==> config.mk <==
export PLATFORM = sky130hd
export DESIGN_NAME = mdc_filter_cal
export DESIGN_NICKNAME = d
export VERILOG_FILES = /design/src/hw/mdc_pkg.sv /design/src/hw/mdc_filter_cal.sv /design/src/hw/mdc_result_mem.sv
export SDC_FILE = /design/constraint.sdc
export NUM_CORES = 2
export LEC_CHECK = 0
export ABC_AREA = 1
export BUFFER_PORTS_ARGS = -buffer_cell sky130_fd_sc_hd__buf_2
export CAP_MARGIN = 20
export CELL_PAD_IN_SITES_DETAIL_PLACEMENT = 2
export CELL_PAD_IN_SITES_GLOBAL_PLACEMENT = 2
export CORE_ASPECT_RATIO = 0.5
export CORE_MARGIN = 5
export CORE_UTILIZATION = 30
export CTS_BUF_LIST = sky130_fd_sc_hd__clkbuf_8
export CTS_CLUSTER_DIAMETER = 40
export DETAILED_ROUTE_END_ITERATION = 6
export GPL_ROUTABILITY_DRIVEN = 0
export PLACE_DENSITY = 0.65
export SYNTH_ARGS = -nofsm -noshare
export SYNTH_HDL_FRONTEND = slang
export SYNTH_SLANG_ARGS = --single-unit
==> constraint.sdc <==
create_clock -name core_clk -period 37 [get_ports core_clk]
set_clock_uncertainty 0.2 [all_clocks]
set_input_delay 11.1 -clock core_clk [delete_from_list [all_inputs] [get_ports core_clk]]
set_output_delay 11.1 -clock core_clk [all_outputs]
set_load 0.02 [all_outputs]
==> src/hw/mdc_pkg.sv <==
// Constants, types and helpers for the multiplexed converter back end
package mdc_pkg;

  localparam int DATA_W = 16;
  localparam int CIC_W = 20;
  localparam int ACC_W = 23;
  localparam int RAW_W = 17;
  localparam int DIFF_W = 18;
  localparam int PROD_W = 36;
  localparam int CYC_W = 11;
  localparam int SLOT_W = 5;
  localparam int ADDR_W = 6;
  localparam int DEC_W = 6;

  // Result slots in the register space
  localparam logic [ADDR_W-1:0] RESULT_BASE = 6'h10;
  localparam logic [ADDR_W-1:0] RESULT_LAST = 6'h2F;

  // Oversampling field codes
  localparam logic [1:0] OSR_64 = 2'h0;
  localparam logic [1:0] OSR_128 = 2'h1;
  localparam logic [1:0] OSR_256 = 2'h2;
  localparam logic [1:0] OSR_512 = 2'h3;

  // Step gain field codes
  localparam logic [1:0] GAIN_SEL_1 = 2'h0;
  localparam logic [1:0] GAIN_SEL_2 = 2'h1;
  localparam logic [1:0] GAIN_SEL_4 = 2'h2;

  // Conversion times in main clock periods
  localparam logic [CYC_W-1:0] CONV_MCLK_64 = 11'h180;
  localparam logic [CYC_W-1:0] CONV_MCLK_128 = 11'h200;
  localparam logic [CYC_W-1:0] CONV_MCLK_256 = 11'h300;
  localparam logic [CYC_W-1:0] CONV_MCLK_512 = 11'h500;

  // Sinc3 decimation and settling
  localparam logic [DEC_W-1:0] DEC_LAST = 6'h3F;
  localparam logic [1:0] SETTLE_IDX = 2'h2;
  localparam int SINC3_SHIFT = 3;

  // Calibration arithmetic
  localparam logic signed [DIFF_W-1:0] GAIN_ONE = 18'h1_0000;
  localparam logic signed [PROD_W-1:0] ROUND_HALF = 36'h0_0000_8000;
  localparam int GAIN_FRAC = 16;
  localparam logic signed [DATA_W-1:0] POS_FS = 16'h7FFF;
  localparam logic signed [DATA_W-1:0] NEG_FS = 16'h8000;

  typedef enum logic [1:0] {MDC_IDLE, MDC_CONV, MDC_CAL} mdc_state_t;

  // Last cycle index of a conversion for a given ratio
  function automatic logic [CYC_W-1:0] mdc_conv_last(input logic [1:0] osr);
    logic [CYC_W-1:0] len;
    case (osr)
      OSR_64: len = CONV_MCLK_64;
      OSR_128: len = CONV_MCLK_128;
      OSR_256: len = CONV_MCLK_256;
      default: len = CONV_MCLK_512;
    endcase
    return len - 11'h001;
  endfunction : mdc_conv_last

  // Clip a wide signed value to the 16-bit code range
  function automatic logic [DATA_W-1:0] mdc_sat(
      input logic signed [PROD_W-1:0] v);
    logic [DATA_W-1:0] r;
    if (v > PROD_W'(POS_FS)) r = POS_FS;
    else if (v < PROD_W'(NEG_FS)) r = NEG_FS;
    else r = v[DATA_W-1:0];
    return r;
  endfunction : mdc_sat

endpackage : mdc_pkg

==> src/hw/mdc_filter_cal.sv <==
// Sinc decimation, calibration and result store of the muxed channel
`timescale 1ns/1ns
`default_nettype none
//////////////////////////////////////////////////////////////////////////////
module mdc_filter_cal
  import mdc_pkg::*;
#(
  parameter logic [3:0] TEMP_SENSOR_SEL = 4'hA
) (
  input wire logic core_clk,
  input wire logic nrst,
  input wire logic clk_en,
  input wire logic conv_start,
  input wire logic [SLOT_W-1:0] step_slot,
  input wire logic [1:0] step_gain_sel,
  input wire logic [3:0] step_pos_input_sel,
  input wire logic [1:0] mux_chan_oversample_sel,
  input wire logic [DATA_W-1:0] mux_chan_offset_coef,
  input wire logic [DATA_W-1:0] mux_chan_gain_coef,
  input wire logic mod_bit,
  input wire logic [ADDR_W-1:0] reg_addr,
  output logic modulator_rate_clk,
  output logic [1:0] pga_gain_sel,
  output logic [3:0] pga_pos_sel,
  output logic conv_busy,
  output logic result_valid,
  output logic [DATA_W-1:0] result_data,
  output logic [DATA_W-1:0] reg_rdata
);

  //////////////////////////////////////////////////////////////////////////
  // Bitstream synchroniser
  logic [2:0] sync_q, sync_d;
  logic bit_q, bit_d;

  // Bit changes only when stages two and three agree
  always_comb begin
    sync_d = {sync_q[1:0], mod_bit};
    bit_d = bit_q;
    if (sync_q[1] == sync_q[2]) begin
      bit_d = sync_q[2];
    end
  end

  always_ff @(posedge core_clk) begin
    if (!nrst) begin
      sync_q <= 3'h0;
      bit_q <= 1'b0;
    end else if (clk_en) begin
      sync_q <= sync_d;
      bit_q <= bit_d;
    end
  end

  //////////////////////////////////////////////////////////////////////////
  // Sequencing and filter state
  mdc_state_t state_q, state_d;
  logic phase_q, phase_d;
  logic [CYC_W-1:0] cyc_q, cyc_d;
  logic [DEC_W-1:0] tick_q, tick_d;
  logic [1:0] dec_q, dec_d;
  logic [3:0] s1_cnt_q, s1_cnt_d;
  logic signed [CIC_W-1:0] int1_q, int2_q, int3_q, int1_d, int2_d, int3_d;
  logic signed [CIC_W-1:0] z1_q, z2_q, z3_q, z1_d, z2_d, z3_d;
  logic signed [CIC_W-1:0] sinc3_out;
  logic signed [ACC_W-1:0] acc_q, acc_d;
  logic [1:0] gain_q, gain_d;
  logic [1:0] osr_q, osr_d;
  logic [3:0] sel_q, sel_d;
  logic [SLOT_W-1:0] slot_q, slot_d;

  // Phase restarts on trigger so each conversion sees whole periods
  always_comb begin
    state_d = state_q;
    phase_d = ~phase_q;
    cyc_d = cyc_q;
    tick_d = tick_q;
    dec_d = dec_q;
    s1_cnt_d = s1_cnt_q;
    int1_d = int1_q;
    int2_d = int2_q;
    int3_d = int3_q;
    z1_d = z1_q;
    z2_d = z2_q;
    z3_d = z3_q;
    sinc3_out = '0;
    acc_d = acc_q;
    gain_d = gain_q;
    osr_d = osr_q;
    sel_d = sel_q;
    slot_d = slot_q;
    case (state_q)
      MDC_IDLE: begin
        // Triggers while busy are ignored, never queued
        if (conv_start) begin
          state_d = MDC_CONV;
          phase_d = 1'b0;
          cyc_d = '0;
          tick_d = '0;
          dec_d = '0;
          s1_cnt_d = '0;
          int1_d = '0;
          int2_d = '0;
          int3_d = '0;
          z1_d = '0;
          z2_d = '0;
          z3_d = '0;
          acc_d = '0;
          gain_d = step_gain_sel;
          osr_d = mux_chan_oversample_sel;
          sel_d = step_pos_input_sel;
          slot_d = step_slot;
        end
      end
      MDC_CONV: begin
        if (phase_q) begin
          // Integrators chained so the comb sees this tick at once
          int1_d = int1_q + (bit_q ? CIC_W'(1) : '1);
          int2_d = int2_q + int1_d;
          int3_d = int3_q + int2_d;
          tick_d = tick_q + 6'h01;
          if (tick_q == DEC_LAST) begin
            z1_d = int3_d;
            z2_d = int3_d - z1_q;
            z3_d = z2_d - z2_q;
            sinc3_out = z3_d - z3_q;
            if (dec_q != SETTLE_IDX) begin
              dec_d = dec_q + 2'h1;
            end
            // Outputs before the third are not yet settled
            if (dec_q == SETTLE_IDX) begin
              acc_d = acc_q + ACC_W'(sinc3_out);
              s1_cnt_d = s1_cnt_q + 4'h1;
            end
          end
        end
        if (cyc_q == mdc_conv_last(osr_q)) begin
          state_d = MDC_CAL;
        end else begin
          cyc_d = cyc_q + 11'h001;
        end
      end
      MDC_CAL: begin
        state_d = MDC_IDLE;
      end
      default: begin
        state_d = MDC_IDLE;
      end
    endcase
  end

  always_ff @(posedge core_clk) begin
    if (!nrst) begin
      state_q <= MDC_IDLE;
      phase_q <= 1'b0;
      cyc_q <= '0;
      tick_q <= '0;
      dec_q <= '0;
      s1_cnt_q <= '0;
      int1_q <= '0;
      int2_q <= '0;
      int3_q <= '0;
      z1_q <= '0;
      z2_q <= '0;
      z3_q <= '0;
      acc_q <= '0;
      gain_q <= GAIN_SEL_1;
      osr_q <= OSR_64;
      sel_q <= 4'h0;
      slot_q <= '0;
    end else if (clk_en) begin
      state_q <= state_d;
      phase_q <= phase_d;
      cyc_q <= cyc_d;
      tick_q <= tick_d;
      dec_q <= dec_d;
      s1_cnt_q <= s1_cnt_d;
      int1_q <= int1_d;
      int2_q <= int2_d;
      int3_q <= int3_d;
      z1_q <= z1_d;
      z2_q <= z2_d;
      z3_q <= z3_d;
      acc_q <= acc_d;
      gain_q <= gain_d;
      osr_q <= osr_d;
      sel_q <= sel_d;
      slot_q <= slot_d;
    end
  end

  //////////////////////////////////////////////////////////////////////////
  // Calibration: scale, offset, gain, round, clip
  logic signed [RAW_W-1:0] raw;
  logic signed [DIFF_W-1:0] ofs_w, diff, factor;
  logic signed [PROD_W-1:0] prod, scaled;
  logic [DATA_W-1:0] uncal, cal;
  logic bypass;
  logic [DATA_W-1:0] result_q, result_d;
  logic valid_q, valid_d;

  // Sum of N sinc3 outputs scaled back to 16-bit code weight
  always_comb begin
    raw = RAW_W'(acc_q >>> (SINC3_SHIFT + int'(osr_q)));
    ofs_w = DIFF_W'($signed(mux_chan_offset_coef));
    if (gain_q == GAIN_SEL_4) begin
      ofs_w = ofs_w <<< 1;
    end
    diff = DIFF_W'(raw) - ofs_w;
    factor = GAIN_ONE + DIFF_W'($signed(mux_chan_gain_coef));
    prod = PROD_W'(diff) * PROD_W'(factor);
    scaled = (prod + ROUND_HALF) >>> GAIN_FRAC;
    uncal = mdc_sat(PROD_W'(raw));
    cal = mdc_sat(scaled);
    bypass = (sel_q == TEMP_SENSOR_SEL);
    result_d = result_q;
    valid_d = 1'b0;
    if (state_q == MDC_CAL) begin
      result_d = bypass ? uncal : cal;
      valid_d = 1'b1;
    end
  end

  always_ff @(posedge core_clk) begin
    if (!nrst) begin
      result_q <= '0;
      valid_q <= 1'b0;
    end else if (clk_en) begin
      result_q <= result_d;
      valid_q <= valid_d;
    end
  end

  //////////////////////////////////////////////////////////////////////////
  // Result store and read port
  logic rd_hit_q, rd_hit_d;
  logic [DATA_W-1:0] mem_rdata;
  logic [ADDR_W-1:0] rd_off;

  // Addresses outside the result window read as zero
  always_comb begin
    rd_off = reg_addr - RESULT_BASE;
    rd_hit_d = (reg_addr >= RESULT_BASE) && (reg_addr <= RESULT_LAST);
  end

  always_ff @(posedge core_clk) begin
    if (!nrst) begin
      rd_hit_q <= 1'b0;
    end else if (clk_en) begin
      rd_hit_q <= rd_hit_d;
    end
  end

  mdc_result_mem #(.AW(SLOT_W), .DW(DATA_W)) u_mem (
    .core_clk(core_clk),
    .clk_en(clk_en),
    .wr_en(state_q == MDC_CAL),
    .wr_addr(slot_q),
    .wr_data(result_d),
    .rd_addr(rd_off[SLOT_W-1:0]),
    .rd_data_q(mem_rdata)
  );

  // Outputs
  assign reg_rdata = rd_hit_q ? mem_rdata : '0;
  assign modulator_rate_clk = phase_q;
  assign pga_gain_sel = gain_q;
  assign pga_pos_sel = sel_q;
  assign conv_busy = (state_q != MDC_IDLE);
  assign result_valid = valid_q;
  assign result_data = result_q;
endmodule : mdc_filter_cal
`default_nettype wire

==> src/hw/mdc_result_mem.sv <==
// Result store for the sequence steps, registered read
`timescale 1ns/1ns
`default_nettype none
module mdc_result_mem #(
  parameter int AW = 5,
  parameter int DW = 16
) (
  input wire logic core_clk,
  input wire logic clk_en,
  input wire logic wr_en,
  input wire logic [AW-1:0] wr_addr,
  input wire logic [DW-1:0] wr_data,
  input wire logic [AW-1:0] rd_addr,
  output logic [DW-1:0] rd_data_q
);
  logic [DW-1:0] mem [2**AW];

  // Contents are volatile and not cleared by reset
  always_ff @(posedge core_clk) begin
    if (clk_en) begin
      if (wr_en) begin
        mem[wr_addr] <= wr_data;
      end
      rd_data_q <= mem[rd_addr];
    end
  end
endmodule : mdc_result_mem
`default_nettype wire

## Yosys cells after proc, flatten, opt, wreduce, memory -nomap -nowiden

Memories as Yosys holds them, arrays and structs flattened. A register that Yosys moved wholly into a read port is not among the register bits.
Cells that the tools add are included.

| operators by class | value |
|---|---|
| add/sub/neg operators | 16 |
| multipliers | 1 |
| order comparisons | 6 |
| equality and inequality tests | 18 |
| shift-type cells | 1 |
| multiplexer cells | 51 |
| bitwise gates (word level) | 1 |
| reductions and logical operators | 13 |

Operators with widths:

| kind | number |
|---|---|
| 20-bit case mux with 2 select lines | 6 |
| 20-bit two-way mux | 11 |
| 16-bit two-way mux | 8 |
| 23-bit two-way mux | 4 |
| 20-bit adder | 3 |
| 20-bit subtractor | 3 |
| 23-bit case mux with 2 select lines | 1 |
| 36-bit by 17-bit adder with 36-bit output, second input constant | 1 |
| 18-bit by 18-bit multiplier with 36-bit output | 1 |
| 11-bit two-way mux | 3 |
| 11-bit case mux with 3 select lines | 1 |
| 23-bit by 20-bit adder with 23-bit output | 1 |
| 23-bit by 3-bit >>> shifter with 17-bit output | 1 |
| 11-bit case mux with 2 select lines | 1 |
| 20-bit by 16-bit greater-than comparator with 1-bit output, second input constant | 1 |
| 20-bit by 16-bit < comparator with 1-bit output, second input constant | 1 |
| 18-bit by 16-bit adder with 18-bit output, first input constant | 1 |
| 17-bit by 17-bit subtractor with 18-bit output | 1 |
| 17-bit by 16-bit greater-than comparator with 1-bit output, second input constant | 1 |
| 17-bit by 16-bit < comparator with 1-bit output, second input constant | 1 |
| 2-bit != test, second input constant | 8 |
| 2-bit two-way mux | 6 |
| 6-bit two-way mux | 2 |
| 6-bit case mux with 2 select lines | 1 |
| 25 further kinds | 39 |

| storage, ports and cells | value |
|---|---|
| bits in registers | 200 |
| RAM bits | 512 |
| output and inout bits | 41 |
| logic and storage cells | 129 |
| memories kept | 1 |

Memories:

| name | words | bits a word | read ports | clocked after Yosys merged registers in | wr ports | RTL line | RTL |
|---|---|---|---|---|---|---|---|
| u_mem.mem | 32 | 16 | 1 | 1 | 1 | mdc_result_mem.sv:16 | `logic [DW-1:0] mem [2**AW];` |

## Depth between registers and ports, before layout

| depth | value |
|---|---|
| word-level depth | 12 |
| mapped depth | 64 |
| gate-level depth less buffers | 64 |

## Hierarchy

From an unflattened synthesis, not the netlist that was laid out.

| unflattened totals | value |
|---|---|
| cells, all modules | 5,564 |
| area, all modules | 48,825.6 um^2 |

By module, submodules not included:

| module | times used | cells each | area an instance (um^2) | sequential area each (um^2) |
|---|---|---|---|---|
| mdc_filter_cal | 1 | 3,768 | 27,390.0 | 4,003.8 |
| mdc_result_mem | 1 | 1,796 | 21,435.6 | 15,855.2 |

## Worst setup path after synthesis

No wires, ideal clock.

| timing | value |
|---|---|
| kind | input to register |
| start | in mux_chan_offset_coef[0] |
| end | mem u_mem.mem[0][3] (data pin) |
| arrival time | 19.122 ns |
| data required time | 36.517 ns |
| path slack | 17.395 ns |
| cell stages on the path | 50 |
| path buffers | 2 |
| path through | inv_1 nor2_1 ha_1 inv_1 fa_1 nand3_1 nand2_1 a21oi_1 o21bai_2 nand2_1 nand2_1 a21oi_1 or2_1 nand2_1 a21oi_1 or2_1 nand2_1 a21oi_1 [14 not listed] ha_1 nand2_1 nand2_1 inv_1 o21ai_0 a21oi_1 nand2_1 nand2_1 o211ai_2 a21oi_2 o21ai_2 xor2_1 nand2_1 o21bai_4 buf_6 nand2_2 nand2_2 a22o_1 |

| on the way | value |
|---|---|
| longest elaborated chain between the ends | 9 |
| elaborated cells on any way between the ends | 10 |
| those cells by class | 2 x add/sub; 1 x mul; 2 x order compare; 5 x mux |

RTL lines:

| item | RTL line | RTL |
|---|---|---|
| from (decl) | mdc_filter_cal.sv:18 | `input wire logic [DATA_W-1:0] mux_chan_offset_coef,` |
| 16-bit two-way mux (*) | mdc_filter_cal.sv:206 | `if (gain_q == GAIN_SEL_4) begin` |
| 17-bit by 17-bit subtractor with 18-bit output (*) | mdc_filter_cal.sv:209 | `diff = DIFF_W'(raw) - ofs_w;` |
| 18-bit by 18-bit multiplier with 36-bit output (*) | mdc_filter_cal.sv:211 | `prod = PROD_W'(diff) * PROD_W'(factor);` |
| 36-bit by 17-bit adder with 36-bit output (*) | mdc_filter_cal.sv:212 | `scaled = (prod + ROUND_HALF) >>> GAIN_FRAC;` |
| 20-bit by 16-bit < comparator with 1-bit output | mdc_pkg.sv:67 | `else if (v < PROD_W'(NEG_FS)) r = NEG_FS;` |
| 16-bit two-way mux | mdc_pkg.sv:67 |  |
| 16-bit two-way mux (*) | mdc_pkg.sv:66 | `if (v > PROD_W'(POS_FS)) r = POS_FS;` |
| 16-bit two-way mux (*) | mdc_filter_cal.sv:219 | `result_d = bypass ? uncal : cal;` |
| 16-bit two-way mux (*) | mdc_filter_cal.sv:218 | `if (state_q == MDC_CAL) begin` |
| net result_d[3] | mdc_filter_cal.sv:199 | `logic [DATA_W-1:0] result_q, result_d;` |
| to (decl) | mdc_result_mem.sv:16 |  |

Mark *: on every way through the listed nets, which the timed path passes. The rest lies on a longest branch.

## Final worst setup path

| timing | value |
|---|---|
| start | in mux_chan_offset_coef[0] |
| end | mem u_mem.mem[10][3] (data pin) |

Same word-level chain as after synthesis.

==> impl_metrics.ini <==
[detailed_routing]
dr.pass1.iters = 5
ant_nets = 0
routed_wl_um = 173000
routed_via_density = 5.18
wl_per_cell_um = 23.3
num_vias = 38600
dr.first_iter.drc_count = 2476
drc_errors = 0

[clock_network]
hold_buffers = 0
clk_latency_ps = 820
cts_buffers = 114
cts_num_sinks = 728
post_cts_resized = 0
htreeDepth = 3
post_cts_buffers = 0
root_buffer = clkbuf_8
cts.clk_slew.worst_paths_ps = 80
cts_tree = done
cts_buffer_depth = 3

[timing]
hold_ws_ps = 265
hold_violations = 0
finalWorstSetupSlack_ps = 16260
tns_ps = 0
fin_crit_sh = 0.561
period_needed_ps = 20740
rsz0062_at_grt = false
setup_viol = 0
relSlewSlack = 0.216
tightest_slew_ps = 1180
report.final.slew_viol_count = 0
max_freq_mhz = 48.2

[worst_setup_path]
worstPathRequired_ps = 37240
rrSetupSlack_ps = 23860
critical_path.slowest_cell = a22o_1
reg2reg_from = osr_q[0]$_SDFFE_PN0P_
rr_worst_depth = 46
critPathTopFamily = adder cells
timing.rr.end = u_mem.mem[10][3]$_DFFE_PP_
cpPeakStageDelay_ps = 920
path_class = in -> reg
crit_top_cell = nand2_1
cp-end-kind = register
crit_fanout = 32
start_kind = primary input
crit_arrival_ps = 20980
cp_num_buf_inv = 10

[die]
die_width_um = 574
start_util = 0.302
io_pins = 97
core_sq_um = 158000
dieArea_sq_um = 167000
rows = 103
die_h_um = 292

[global_route]
gr-usage-met1 = 0.282
antenna_found_initial = 2
track_usage = 0.203
met2_usage = 0.343
grt_use_met3 = 0.0251
grt_pass1_wl_um = 264000
grt-ovfl-total = 0
grt_max_degree = 203
busiest_layer = met2
grt_pass1_vias = 42900

[placement]
detailed_place_hpwl_um = 122000
placed_area_sq_um = 50500
place_ws_ps = 15410
portBuffers = 96

[hold_path]
min_path_type = reg -> reg
holdCritStartpoint = z2_q[15]$_SDFFE_PN0P_
min_to = z2_q[15]$_SDFFE_PN0P_
worstHoldPathCells = 2

[synth]
synth_area_leaders = edfxtp_1 33%, fa_1 13%, dfxtp_1 8.4%, ha_1 7.0%, nand2_1 6.5%
synth_commonest_cells = 827 x nand2_1, 697 x inv_1, 551 x nor2_1
yosysTopAreaCell = edfxtp_1
yosysMostFrequentCell = nand2_1
ys_warn_count = 0
synthArstFlopShare = 0
syn_nets = 5821
synth.distinct_cells = 64
syn_inst = 5195
netlist_area_sq_um = 47700
ys_seq_area_frac = 0.417
synth-edff-count = 528
yosysTopAreaCellShare = 0.333
synth.avg_cell_area_sq_um = 9.18
synthFlopType = edfxtp_1
ys_ff_latch = 728

[run]
cap_violations = 0

[finish]
multi_input_area_sq_um = 24300
syn_to_final_growth_pct = 11.2
nets = 5878
fill_cells = 17400
regArea_sq_um = 19900
design_area_sq_um = 53000
drive_above_1_share = 0.0808

[run_status]
status = complete, no violations
-- area by class of cell --
class | count | share of cell area
Tap cell | 2100 | 0.0496
Antenna cell | 2 | 0.0000944
Multi-Input combinational cell | 3524 | 0.459
Clock inverter | 89 | 0.0117
Clock buffer | 123 | 0.0319
Timing Repair Buffer | 161 | 0.0217
Inverter | 723 | 0.0514
Sequential cell | 728 | 0.375
-- worst max-delay path by stage --
stage                             from                           to  slack, ps  depth (start not counted)
6_report       mux_chan_offset_coef[0]   u_mem.mem[10][3]$_DFFE_PP_      16260                         48
3_3_place_gp   mux_chan_offset_coef[1]  u_mem.mem[22][11]$_DFFE_PP_      15740                         35
3_5_place_dp   mux_chan_offset_coef[0]  u_mem.mem[18][11]$_DFFE_PP_      15410                         48
4_1_cts        mux_chan_offset_coef[0]   u_mem.mem[20][4]$_DFFE_PP_      16310                         48
2_1_floorplan  mux_chan_offset_coef[0]    u_mem.mem[0][3]$_DFFE_PP_      17390                         50
5_1_grt        mux_chan_offset_coef[0]   u_mem.mem[10][3]$_DFFE_PP_      15650                         48
-- placed cells by master (no fill, tap or decap), types with 14 or more instances in the layout --
master    count
a21oi_1     386
a22o_1       15
a31oi_1      29
a32oi_1      15
buf_2        94
buf_4        57
clkbuf_8    123
clkinv_1     25
clkinv_2     14
dfxtp_1     200
edfxtp_1    528
fa_1        303
ha_1        267
inv_1       743
inv_2        14
mux2i_1      22
nand2_1     826
nand2_2      27
nand3_1     147
nand3_2      16
nor2_1      539
nor3_1       28
o21ai_0     453
o221ai_1    104
o22ai_1      26
or2_2        19
xnor2_1      56
xor2_1       81
-- layer usage --
metal	wire, um	share of wire
met5	0	0
met4	3140	0.018
met3	7520	0.043
met2	81500	0.47
met1	81300	0.47
-- logic make-up (layout without fill, tap and decap cells) --
group                      after synthesis  in the layout  share of synthesized area
DFF                                    728            728                      0.417
AOI/OAI and AO/OA                     1146           1146                      0.140
and+or+nand+nor                       1645           1645                      0.141
other                                    2              4                   0.000158
adders and majority gates              570            570                      0.197
muxes                                   22             22                    0.00462
xor gates and xnor gates               139            139                     0.0259
buffers and inverters                  943           1096                     0.0749
-- sequential cells by signal, indices dropped and copies added, names as in the netlist, 6 cells and up --
name / cells
int1_q: 20
z1_q: 20
int3_q: 20
acc_q: 23
int2_q: 20
z3_q: 20
z2_q: 20
result_data: 16
u_mem.mem: 512
u_mem.rd_data_q: 16
cyc_q: 11
tick_q: 6
-- per-stage QoR --
| step | utilization | cells |
|---|---|---|
| detailed placement | 0.320 | 7228 |
| CTS | 0.334 | 7440 |
| finish | 0.336 | 7450 |
| global placement | 0.320 | 7228 |
| floorplan | - | 5195 |
| global route | 0.336 | 7449 |
-- worst reg2reg max path: cells and delay by family (launching register included) --
| family | cells | cell delay, ps |
|---|---|---|
| adders and majority gates | 9 | 4720 |
| AOI/OAI and AO/OA | 15 | 4180 |
| and+or+nand+nor | 12 | 1640 |
| buffers and inverters | 9 | 1590 |
| DFF | 1 | 340 |
| xor gates and xnor gates | 1 | 100 |
Power is left out: the tool's default activity adds up to more than one toggle a clock period on the data nets, which glitch-free logic cannot reach.
